`src/common/rbie_consts.svh`:
```
// Overview of operation
// - reset sets the reset-irq-enable field to one and clears all other status fields.
// - after reset, invalidate only the reset vector cache line, then fetch there.
// - general register zero of the normal set always reads zero.
// - break entry on a break instruction or a debug hardware break request.
// - break entry copies status to break-status and clears global irq enable.
// - break entry writes into general register thirty the following instruction address for a break instruction, the current one for a debug break.
// - break entry clears the user-mode bit when translation or protection exists.
// - break entry sets the exception-active bit when translation exists.
// - break entry copies current regset to previous, then selects regset zero.
// - break entry finally redirects execution to the break vector.
// - nonmaskable interrupts ignore global enable and are taken during a break.
// - break return reloads status from break-status and resumes at register thirty.
// - an external interrupt jumps directly to the supplied handler address.
// - a maskable external interrupt needs requested level above the current level.
// - nonmaskable requests ignore both requested and current interrupt levels.
// - with shadow sets, an external interrupt selects the requested register set.
// - external interrupts clear global enable unless the auto-nest flag is one.
// - internal interrupt fires when global enable, a request and its enable are set.
// - an internal interrupt clears global irq enable on entry.
// - the pending register shows, bit for bit, which requests are pending and have their enable bit set.
`ifndef RBIE_CONSTS_SVH
`define RBIE_CONSTS_SVH

`define RBIE_OFF_STATUS  8'h00
`define RBIE_OFF_BSTATUS 8'h04
`define RBIE_OFF_IENABLE 8'h08
`define RBIE_OFF_IPEND   8'h0C
`define RBIE_OFF_CONFIG  8'h10
`define RBIE_OFF_ESTATUS 8'h14
`define RBIE_OFF_EA      8'h18

`define RBIE_B_GIE     0
`define RBIE_B_U       1
`define RBIE_B_EXC     2
`define RBIE_B_NMI     3
`define RBIE_F_LVL     9:4
`define RBIE_F_CUR_RS  15:10
`define RBIE_F_PREV_RS 21:16
`define RBIE_B_RST_IE  23
`define RBIE_B_NEST    0

`define RBIE_STATUS_RST 32'h0080_0000
`define RBIE_GPR_BA     5'h1E
`define RBIE_INSN_BYTES 32'h0000_0004
`define RBIE_RESP_OKAY  2'h0
`define RBIE_RESP_SLV   2'h2

`endif

```
`src/common/rbie_pkg.sv`:
```
package rbie_pkg;
  typedef enum logic [0:0] {
    RBIE_ST_INVAL = 1'b0,
    RBIE_ST_RUN   = 1'b1
  } rbie_state_e;
  typedef logic [5:0] rbie_level_t;
  typedef logic [5:0] rbie_regset_t;
endpackage

```
`src/design/rbie_exc_unit.sv`:
```
// The register offsets and the AXI4-Lite interface to the registers were left to the implementer.
`timescale 1ns/10ps
`default_nettype none
`include "rbie_consts.svh"

module rbie_exc_unit #(
  parameter logic [31:0] RESET_VECTOR = 32'h0000_0000,
  parameter logic [31:0] BREAK_VECTOR = 32'h0000_0020,
  parameter logic [31:0] GEN_VECTOR   = 32'h0000_0040,
  parameter bit          USE_EXT_CTRL = 1'b1,
  parameter bit          HAS_MMU      = 1'b1,
  parameter bit          HAS_MPU      = 1'b0,
  parameter bit          HAS_SHADOW   = 1'b1,
  parameter int          NUM_IRQ      = 32
) (
  input  wire logic                 clk,
  input  wire logic                 nrst,
  input  wire logic [7:0]           awaddr,
  input  wire logic                 awvalid,
  output var  logic                 awready,
  input  wire logic [31:0]          wdata,
  input  wire logic [3:0]           wstrb,
  input  wire logic                 wvalid,
  output var  logic                 wready,
  output var  logic [1:0]           bresp,
  output var  logic                 bvalid,
  input  wire logic                 bready,
  input  wire logic [7:0]           araddr,
  input  wire logic                 arvalid,
  output var  logic                 arready,
  output var  logic [31:0]          rdata,
  output var  logic [1:0]           rresp,
  output var  logic                 rvalid,
  input  wire logic                 rready,
  input  wire logic                 insn_boundary,
  input  wire logic [31:0]          insn_pc,
  input  wire logic                 brk_insn,
  input  wire logic                 bret_insn,
  input  wire logic                 hw_break_req,
  input  wire logic [NUM_IRQ-1:0]   irq_request_inputs,
  input  wire logic                 ext_irq_req,
  input  wire logic [31:0]          handler_vector_addr,
  input  wire rbie_pkg::rbie_level_t  requested_level,
  input  wire rbie_pkg::rbie_regset_t requested_regset,
  input  wire logic                 requested_nonmaskable,
  input  wire logic                 gpr_we,
  input  wire logic [4:0]           gpr_waddr,
  input  wire logic [31:0]          gpr_wdata,
  input  wire logic [4:0]           gpr_raddr,
  output var  logic [31:0]          gpr_rdata,
  output var  logic                 redirect,
  output var  logic [31:0]          redirect_addr,
  output var  logic                 icache_inval,
  output var  logic [31:0]          icache_inval_addr,
  output var  logic                 irq_taken,
  output var  rbie_pkg::rbie_regset_t current_regset
);
  import rbie_pkg::*;

  rbie_state_e      st_ff;
  logic [31:0]      status_ff;
  logic [31:0]      nxt_status;
  logic [31:0]      bstatus_ff;
  logic [31:0]      nxt_bstatus;
  logic [31:0]      estatus_ff;
  logic [31:0]      nxt_estatus;
  logic [31:0]      ea_ff;
  logic [NUM_IRQ-1:0] ienable_ff;
  logic             auto_nest_flag_ff;
  logic [NUM_IRQ-1:0] irq_s1_ff;
  logic [NUM_IRQ-1:0] irq_s2_ff;
  logic [NUM_IRQ-1:0] irq_s3_ff;
  logic [NUM_IRQ-1:0] irq_stb_ff;
  logic [2:0]       brk_sync_ff;
  logic             brk_stb_ff;
  logic             brk_seen_ff;
  logic [31:0]      gpr_mem [0:31];
  logic             aw_got_ff;
  logic             w_got_ff;
  logic [7:0]       awaddr_ff;
  logic [31:0]      wdata_ff;
  logic [3:0]       wstrb_ff;
  logic             wr_fire;
  logic             nxt_aw_got;
  logic             nxt_w_got;
  logic             nxt_bvalid;
  logic             nxt_rvalid;
  logic             boundary;
  logic             hw_brk_pend;
  logic             irq_int;
  logic             irq_ext;
  logic             irq_any;
  logic             take_brk;
  logic             take_irq;
  logic             take_bret;
  logic [31:0]      ipending;
  logic [31:0]      wr_val;

  function automatic logic reg_mapped(input logic [7:0] a);
    reg_mapped = (a == `RBIE_OFF_STATUS) || (a == `RBIE_OFF_BSTATUS) ||
                 (a == `RBIE_OFF_IENABLE) || (a == `RBIE_OFF_IPEND) ||
                 (a == `RBIE_OFF_CONFIG) || (a == `RBIE_OFF_ESTATUS) ||
                 (a == `RBIE_OFF_EA);
  endfunction

  function automatic logic [31:0] merge(input logic [31:0] old, input logic [31:0] d,
                                        input logic [3:0] s);
    logic [31:0] r;
    r = old;
    for (int i = 0; i < 4; i++) begin
      if (s[i]) begin
        r[8*i +: 8] = d[8*i +: 8];
      end
    end
    merge = r;
  endfunction

  // three-stage pin synchronisers; a level counts once stages two and three agree
  always_ff @(posedge clk or negedge nrst) begin
    if (!nrst) begin
      irq_s1_ff   <= '0;
      irq_s2_ff   <= '0;
      irq_s3_ff   <= '0;
      irq_stb_ff  <= '0;
      brk_sync_ff <= 3'h0;
      brk_stb_ff  <= 1'b0;
    end else begin
      irq_s1_ff   <= irq_request_inputs;
      irq_s2_ff   <= irq_s1_ff;
      irq_s3_ff   <= irq_s2_ff;
      irq_stb_ff  <= (irq_s2_ff & irq_s3_ff) | (irq_stb_ff & (irq_s2_ff | irq_s3_ff));
      brk_sync_ff <= {brk_sync_ff[1:0], hw_break_req};
      if (brk_sync_ff[1] == brk_sync_ff[2]) begin
        brk_stb_ff <= brk_sync_ff[1];
      end
    end
  end

  // a held debug request is taken once; it must drop before it can break again
  always_ff @(posedge clk or negedge nrst) begin
    if (!nrst) begin
      brk_seen_ff <= 1'b0;
    end else if (!brk_stb_ff) begin
      brk_seen_ff <= 1'b0;
    end else if (take_brk) begin
      brk_seen_ff <= 1'b1;
    end
  end

  assign ipending    = 32'(irq_stb_ff & ienable_ff);
  assign boundary    = insn_boundary && (st_ff == RBIE_ST_RUN);
  assign hw_brk_pend = brk_stb_ff && !brk_seen_ff;
  assign irq_int     = !USE_EXT_CTRL && status_ff[`RBIE_B_GIE] && (|ipending);
  assign irq_ext     = USE_EXT_CTRL && ext_irq_req &&
                       (requested_nonmaskable ||
                        (status_ff[`RBIE_B_GIE] &&
                         (requested_level > status_ff[`RBIE_F_LVL])));
  assign irq_any     = irq_int || irq_ext;
  // hardware break outranks interrupts, which outrank the instruction at the boundary
  assign take_brk    = boundary && (hw_brk_pend || (!irq_any && brk_insn));
  assign take_irq    = boundary && !hw_brk_pend && irq_any;
  assign take_bret   = boundary && !hw_brk_pend && !irq_any && !brk_insn && bret_insn;

  always_ff @(posedge clk or negedge nrst) begin
    if (!nrst) begin
      st_ff <= RBIE_ST_INVAL;
    end else begin
      st_ff <= RBIE_ST_RUN;
    end
  end

  always_comb begin
    wr_val      = merge(32'h0000_0000, wdata_ff, wstrb_ff);
    nxt_status  = status_ff;
    nxt_bstatus = bstatus_ff;
    nxt_estatus = estatus_ff;
    if (wr_fire && awaddr_ff == `RBIE_OFF_STATUS) begin
      nxt_status = merge(status_ff, wdata_ff, wstrb_ff);
    end
    if (wr_fire && awaddr_ff == `RBIE_OFF_BSTATUS) begin
      nxt_bstatus = merge(bstatus_ff, wdata_ff, wstrb_ff);
    end
    if (wr_fire && awaddr_ff == `RBIE_OFF_ESTATUS) begin
      nxt_estatus = merge(estatus_ff, wdata_ff, wstrb_ff);
    end
    // hardware entry wins over a software write in the same cycle
    if (take_brk) begin
      nxt_bstatus = status_ff;
      nxt_status = status_ff;
      nxt_status[`RBIE_B_GIE] = 1'b0;
      if (HAS_MMU || HAS_MPU) begin
        nxt_status[`RBIE_B_U] = 1'b0;
      end
      if (HAS_MMU) begin
        nxt_status[`RBIE_B_EXC] = 1'b1;
      end
      nxt_status[`RBIE_F_PREV_RS] = status_ff[`RBIE_F_CUR_RS];
      nxt_status[`RBIE_F_CUR_RS] = 6'h00;
    end else if (take_irq) begin
      nxt_estatus = status_ff;
      nxt_status = status_ff;
      if (!(USE_EXT_CTRL && auto_nest_flag_ff)) begin
        nxt_status[`RBIE_B_GIE] = 1'b0;
      end
      if (HAS_MMU || HAS_MPU) begin
        nxt_status[`RBIE_B_U] = 1'b0;
      end
      if (HAS_MMU) begin
        nxt_status[`RBIE_B_EXC] = 1'b1;
      end
      nxt_status[`RBIE_F_PREV_RS] = status_ff[`RBIE_F_CUR_RS];
      if (USE_EXT_CTRL) begin
        nxt_status[`RBIE_B_NMI] = requested_nonmaskable;
        if (!requested_nonmaskable) begin
          nxt_status[`RBIE_F_LVL] = requested_level;
        end
        if (HAS_SHADOW) begin
          nxt_status[`RBIE_F_CUR_RS] = requested_regset;
        end
      end
    end else if (take_bret) begin
      nxt_status = bstatus_ff;
    end
  end

  always_ff @(posedge clk or negedge nrst) begin
    if (!nrst) begin
      status_ff  <= `RBIE_STATUS_RST;
      bstatus_ff <= 32'h0000_0000;
      estatus_ff <= 32'h0000_0000;
    end else begin
      status_ff  <= nxt_status;
      bstatus_ff <= nxt_bstatus;
      estatus_ff <= nxt_estatus;
    end
  end

  always_ff @(posedge clk or negedge nrst) begin
    if (!nrst) begin
      ienable_ff        <= '0;
      auto_nest_flag_ff <= 1'b0;
      ea_ff             <= 32'h0000_0000;
    end else begin
      if (wr_fire && awaddr_ff == `RBIE_OFF_IENABLE) begin
        ienable_ff <= NUM_IRQ'(merge(32'(ienable_ff), wdata_ff, wstrb_ff));
      end
      if (wr_fire && awaddr_ff == `RBIE_OFF_CONFIG && wstrb_ff[0]) begin
        auto_nest_flag_ff <= wr_val[`RBIE_B_NEST];
      end
      if (take_irq) begin
        ea_ff <= insn_pc;
      end
    end
  end

  // normal register set; contents are undefined after reset by design
  always_ff @(posedge clk) begin
    if (take_brk) begin
      // a debug break stops before insn_pc, a break instruction resumes after it
      gpr_mem[`RBIE_GPR_BA] <= hw_brk_pend ? insn_pc : insn_pc + `RBIE_INSN_BYTES;
    end else if (gpr_we && gpr_waddr != 5'h00) begin
      gpr_mem[gpr_waddr] <= gpr_wdata;
    end
  end

  always_ff @(posedge clk or negedge nrst) begin
    if (!nrst) begin
      gpr_rdata <= 32'h0000_0000;
    end else if (gpr_raddr == 5'h00) begin
      gpr_rdata <= 32'h0000_0000;
    end else begin
      gpr_rdata <= gpr_mem[gpr_raddr];
    end
  end

  always_ff @(posedge clk or negedge nrst) begin
    if (!nrst) begin
      redirect          <= 1'b0;
      redirect_addr     <= 32'h0000_0000;
      icache_inval      <= 1'b0;
      icache_inval_addr <= 32'h0000_0000;
      irq_taken         <= 1'b0;
    end else begin
      redirect     <= 1'b0;
      icache_inval <= 1'b0;
      irq_taken    <= take_irq;
      if (st_ff == RBIE_ST_INVAL) begin
        // only the reset line is cleared so reset code is fetched uncached
        icache_inval      <= 1'b1;
        icache_inval_addr <= RESET_VECTOR;
        redirect          <= 1'b1;
        redirect_addr     <= RESET_VECTOR;
      end else if (take_brk) begin
        redirect      <= 1'b1;
        redirect_addr <= BREAK_VECTOR;
      end else if (take_irq) begin
        redirect      <= 1'b1;
        redirect_addr <= USE_EXT_CTRL ? handler_vector_addr : GEN_VECTOR;
      end else if (take_bret) begin
        redirect      <= 1'b1;
        redirect_addr <= gpr_mem[`RBIE_GPR_BA];
      end
    end
  end

  assign current_regset = status_ff[`RBIE_F_CUR_RS];

  // write channel: address and data are taken in either order
  assign wr_fire    = aw_got_ff && w_got_ff;
  assign nxt_aw_got = aw_got_ff ? !wr_fire : (awvalid && awready);
  assign nxt_w_got  = w_got_ff ? !wr_fire : (wvalid && wready);
  assign nxt_bvalid = wr_fire || (bvalid && !bready);
  assign nxt_rvalid = (arvalid && arready) || (rvalid && !rready);

  always_ff @(posedge clk or negedge nrst) begin
    if (!nrst) begin
      aw_got_ff <= 1'b0;
      w_got_ff  <= 1'b0;
      awaddr_ff <= 8'h00;
      wdata_ff  <= 32'h0000_0000;
      wstrb_ff  <= 4'h0;
      awready   <= 1'b0;
      wready    <= 1'b0;
      bvalid    <= 1'b0;
      bresp     <= `RBIE_RESP_OKAY;
    end else begin
      aw_got_ff <= nxt_aw_got;
      w_got_ff  <= nxt_w_got;
      awready   <= !nxt_aw_got && !nxt_bvalid;
      wready    <= !nxt_w_got && !nxt_bvalid;
      bvalid    <= nxt_bvalid;
      if (awvalid && awready) begin
        awaddr_ff <= awaddr;
      end
      if (wvalid && wready) begin
        wdata_ff <= wdata;
        wstrb_ff <= wstrb;
      end
      if (wr_fire) begin
        bresp <= reg_mapped(awaddr_ff) ? `RBIE_RESP_OKAY : `RBIE_RESP_SLV;
      end
    end
  end

  always_ff @(posedge clk or negedge nrst) begin
    if (!nrst) begin
      arready <= 1'b0;
      rvalid  <= 1'b0;
      rdata   <= 32'h0000_0000;
      rresp   <= `RBIE_RESP_OKAY;
    end else begin
      arready <= !nxt_rvalid;
      rvalid  <= nxt_rvalid;
      if (arvalid && arready) begin
        rresp <= reg_mapped(araddr) ? `RBIE_RESP_OKAY : `RBIE_RESP_SLV;
        unique case (araddr)
          `RBIE_OFF_STATUS:  rdata <= status_ff;
          `RBIE_OFF_BSTATUS: rdata <= bstatus_ff;
          `RBIE_OFF_IENABLE: rdata <= 32'(ienable_ff);
          `RBIE_OFF_IPEND:   rdata <= ipending;
          `RBIE_OFF_CONFIG:  rdata <= {31'h0000_0000, auto_nest_flag_ff};
          `RBIE_OFF_ESTATUS: rdata <= estatus_ff;
          `RBIE_OFF_EA:      rdata <= ea_ff;
          default:           rdata <= 32'h0000_0000;
        endcase
      end
    end
  end
endmodule
`default_nettype wire

```
`config.mk`:
```
export PLATFORM = sky130hd
export DESIGN_NAME = rbie_exc_unit
export DESIGN_NICKNAME = d
export VERILOG_FILES = /design/src/common/rbie_pkg.sv /design/src/design/rbie_exc_unit.sv
export VERILOG_INCLUDE_DIRS = /design/src /design/src/common
export SDC_FILE = /design/constraint.sdc
export NUM_CORES = 2
export LEC_CHECK = 0
export ABC_AREA = 1
export BUFFER_PORTS_ARGS = -buffer_cell sky130_fd_sc_hd__clkbuf_2
export CAP_MARGIN = 10
export CORE_MARGIN = 5
export CORE_UTILIZATION = 25
export DETAILED_ROUTE_END_ITERATION = 12
export HOLD_SLACK_MARGIN = 0.06
export PLACE_DENSITY = 0.4
export SYNTH_ARGS = -nofsm -noshare
export SYNTH_HDL_FRONTEND = slang
export SYNTH_SLANG_ARGS = --single-unit
```
`constraint.sdc`:
```
create_clock -name clk -period 3.5 [get_ports clk]
set_input_delay 0.175 -clock clk [delete_from_list [all_inputs] [get_ports clk]]
set_output_delay 0.175 -clock clk [all_outputs]
set_load 0.01 [all_outputs]
```
==> impl_summary.txt <==
----------------------------------------------------
[Drt]
  Via density per instance ... 4.69
  Routed wire length ... between 200000 and 250000 um
  Remaining number of nets flagged by the antenna check after routing ... 0
  Wire per inst ... 23.8 um
  Count of TritonRoute iterations in the first routing pass ... 5
  Drt first-iter violations ... 3427
  Number of remaining DRC errors ... 0
  Total vias in the final route ... 42600

[Logic synthesis]
  Count of flip-flops with a built-in enable after synthesis ... 1024
  Cell accounting for the most synthesized area ... edfxtp_1
  Register bit count reported by yosys ... 1471
  Ranking of synthesized cells by area ... edfxtp_1, dfrtp_1, o21ai_0
  Most common library cells after synthesis ... edfxtp_1, o21ai_0, nand2_1
  Cell area after technology mapping ... 59600 um2
  Synthesized instance count ... 5099
  Primary FF master, synth ... edfxtp_1
  Post-Syn Area per Cell ... between 10 and 15 um2
  Area fraction of the dominant cell type after synthesis ... about half
  Most frequently used cell type in the post-synthesis netlist ... edfxtp_1
  Sequential cell area fraction in the yosys report ... 70.3%
  Async S/R FF share, synth ... 30.4%
  YS warnings ... 0
  Number of library cell types mapped by synthesis ... 57

[STA]
  F_max ... between 0.3 and 0.4 GHz
  Count of final max-slew check failures ... 0
  Unrepaired setup endpoints after global routing ... no
  Final clock period utilization by the worst path ... 91.9%
  Worst clock skew on the final layout ... between 0.06 and 0.07 ns
  Slew at the pin closest to its max-slew limit ... roughly 1.2 ns
  Time the final worst path needs with I/O delays and setup ... between 3 and 4 ns
  Setup violation total in the final timing report ... 0
  Final Hold Viols ... 0
  Worst max-slew margin expressed relative to the limit ... 21.5%

[Critical path]
  Worst Reg2Reg Path Length in Cells ... 14
  Worst Path Max Fanout ... 32
  Startpoint type of the worst setup path ... flip-flop
  End of the worst register-to-register path ... gpr_mem[30][19]
  Nature of the critical path endpoint ... flip-flop
  Critical Path AT ... ~3.6 ns
  Cell depth of the worst setup path ... 14
  CP Cell Sequence ... inv_1 -> ha_1 -> nand2_2 -> nor2_2 -> a21oi_1 -> nand2_1 -> nand2_2 -> nand2_2 -> nand2_1 -> nand2_2 -> nand2_8 -> nand2_8 -> a31oi_1 -> nor2_4
  Largest stage delay, worst path ... roughly 0.92 ns
  Crit path top cell by count ... nand2_2
  Crit path to ... gpr_mem[30][19]
  Worst Path Buf+Inv ... 1
  Critical path type ... flip-flop to flip-flop
  Startpoint of the most critical setup path ... status_ff[9]
  Slowest-stage cell, CP ... nor2_4
  Register-to-register path setup slack ... 0.28 ns
  Worst r2r src ... status_ff[9]
  Critical path required time ... 3.91 ns
  Family with the most delay on the worst path ... simple AND/OR/NAND/NOR gates

[Placed design]
  Number of buffers added on ports ... 327
  Final RePlAce weighted congestion ... 0.819
  Sum of net half-perimeters after detailed placement ... 139000 um
  Post-Place Cells ... 8508

[Clock network]
  Clock latency at the later pin of the worst-skew pair ... 0.82 ns
  Clock Sinks ... 1471
  CTS Buffer Depth ... 3
  Post-CTS Setup Inserts ... 0
  Reg clk slew, reported paths ... 0.06 ns
  Root Buffer ... clkbuf_16
  H-tree depth ... 4
  CTS buffer count ... ~170
  CTS tree ... yes

[Global routing]
  Largest net degree at the start of global routing ... 119
  M1 GR Usage ... 23.8%
  GRT Residual Overflow ... 0
  Most crowded layer after global routing ... met2
  Met2 Track Usage GR ... 26.7%
  Total global routing track utilization ... 17.0%
  Wire length of the first global-routing pass ... 313000 um
  Number of antenna violations at the first check in global routing ... 13
  Met3 usage in global routing ... under 10%
  Vias in the first global route ... 43100

[Pwr]
  Power Density ... 593 nW/um2
  Reported leakage power ... ~28 nW
  Peak supply drop ... 0.446 mV

[Layout]
  Ratio of cells with drive above 1 in the final layout ... 15.3%
  FF/Latch Area ... around 42000 um2
  Non-filler instance count after layout ... 9099
  Area overhead of the layout relative to synthesis ... 25.6%
  Area of combinational cells with multiple inputs ... approximately 16000 um2
  Number of inserted filler cells in the final layout ... 24100
  Post-layout utilization of the core ... 31.5%
  Post-layout net count ... 6009

[Floorplan]
  Die Footprint ... 248000 um2
  Number of top-level pins ... 362
  Initial cell density of the core ... between 20% and 30%
  Placeable core region ... 238000 um2
  Overall die height ... 498 um
  Overall die width ... 498 um
  Placement row count ... 179

[Worst hold path]
  Worst hold path class ... primary input to flip-flop

[Flow run]
  Max Cap Viol ... 0

[Status]
  Status ... completed

----------------------------------------------------
[how the worst min path moves through the flow]
stage / startpoint / to / slack (ns) / depth (start not counted)
final: gpr_wdata[16] / gpr_mem[27][16] / 0.1 / 4
after CTS: wdata[15] / wdata_ff[15] / 0.06 / 4
after floorplan: nrst / arready / -0.12 / 0
after global routing: gpr_wdata[16] / gpr_mem[28][16] / 0.09 / 4
after global placement: irq_request_inputs[25] / irq_s1_ff[25] / 0.28 / 1
after detailed placement: irq_request_inputs[7] / irq_s1_ff[7] / 0.29 / 1
[flip-flops by register name, summed over array words and instances, names as in the netlist, 3 cells and up]
register,flops
awaddr_ff,8
brk_sync_ff,3
bstatus_ff,32
ea_ff,32
estatus_ff,32
gpr_mem,1024
gpr_rdata,32
ienable_ff,32
irq_s1_ff,32
irq_s2_ff,32
irq_s3_ff,32
irq_stb_ff,32
rdata,32
redirect_addr,32
status_ff,32
wdata_ff,32
wstrb_ff,4
[logic make-up (layout without fill, tap and decap cells)]
| family | Yosys count | count (layout) | synth area share [%] |
|---|---|---|---|
| buffers and inverters | 557 | 1312 | 4.14 |
| AND/OR/NAND/NOR | 1727 | 1727 | 11.8 |
| multiplexers | 1 | 1 | 0.0168 |
| flip-flops | 1471 | 1471 | 70.3 |
| XOR/XNOR | 22 | 22 | 0.323 |
| AO/OA/AOI/OAI | 1279 | 1279 | 12.6 |
| adder cells (fa/ha/maj) | 40 | 40 | 0.701 |
| other | 2 | 80 | 0.0126 |
[metrics by stage]
stage          instance area, um2  hold slack, ns  TNS (ns)  power, mW  setup slack [ns]
6_report                    74900          0.0986         0       44.4             0.284
4_1_cts                     74800          0.0600         0       44.9             0.139
5_1_grt                     74900          0.0883         0       46.4            0.0141
3_5_place_dp                66600           0.286         0       26.7             0.220
3_3_place_gp                66600           0.283         0       26.7             0.208
2_1_floorplan               59900          -0.121    -70.77       24.2           -0.0906
[worst reg2reg max path, delay by kind of cell (launching register included)]
family / cells / cell delay [ns]
fa+ha+maj: 1 / 0.31
buf+inv: 1 / 0.08
simple gates: 10 / 1.88
compound gates: 2 / 0.17
flops: 1 / 0.37
[final cells by class]
| class | instances | area share [%] |
|---|---|---|
| flip-flops and latches | 1471 | 56.0 |
| multi-input cells | 3136 | 21.2 |
| repair buffers | 804 | 9.13 |
| clock buffers | 220 | 6.19 |
| well taps | 3167 | 5.29 |
| clock inverters | 84 | 1.09 |
| inverters | 204 | 1.06 |
| diodes | 13 | 0.0434 |
[layout by cell type (no fill, tap or decap), drive strengths merged, types with 2 or more instances in the layout]
| master | instances |
|---|---|
| a31oi | 46 |
| nand3b | 2 |
| clkinv | 65 |
| o221ai | 176 |
| xnor2 | 2 |
| o211ai | 77 |
| a21oi | 55 |
| o2111ai | 5 |
| edfxtp | 1024 |
| dlygate4sd3 | 272 |
| xor2 | 20 |
| nor2 | 654 |
| a21boi | 14 |
| inv | 207 |
| o21ai | 834 |
| nor3 | 19 |
| clkinvlp | 6 |
| dfrtp | 446 |
| ha | 7 |
| buf | 208 |
| clkbuf | 544 |
| maj3 | 33 |
| a221oi | 11 |
| o22ai | 56 |
| nand4 | 29 |
| bufinv | 10 |
| or2 | 2 |
| nand3 | 205 |
| nand2 | 813 |
| o31ai | 3 |
| conb | 67 |
| diode | 13 |
| nor4 | 3 |
[power breakdown]
part           switching, mW  leakage, nW  internal (mW)
logic                   3.78         10.4           1.97
registers              0.824         14.9           20.2
clock network           7.46         2.66           10.1
[layer usage]
metal | share of wire (%) | vias up | wire, um
met5 | 0.0032 | - | 7
met4 | 3.3 | 2 | 7240
met3 | 4.8 | 279 | 10300
met2 | 45 | 1177 | 98400
met1 | 47 | 21600 | 101000
li1 | - | 19500 | -
[what timing repair did]
item                       in CTS  in global routing
gates resized for setup         0                  8
hold buffers                  273                  0
hold endpoints to repair      993                  0
setup endpoints to repair       0                194
No activity file was read; power rests on OpenSTA's default activity.
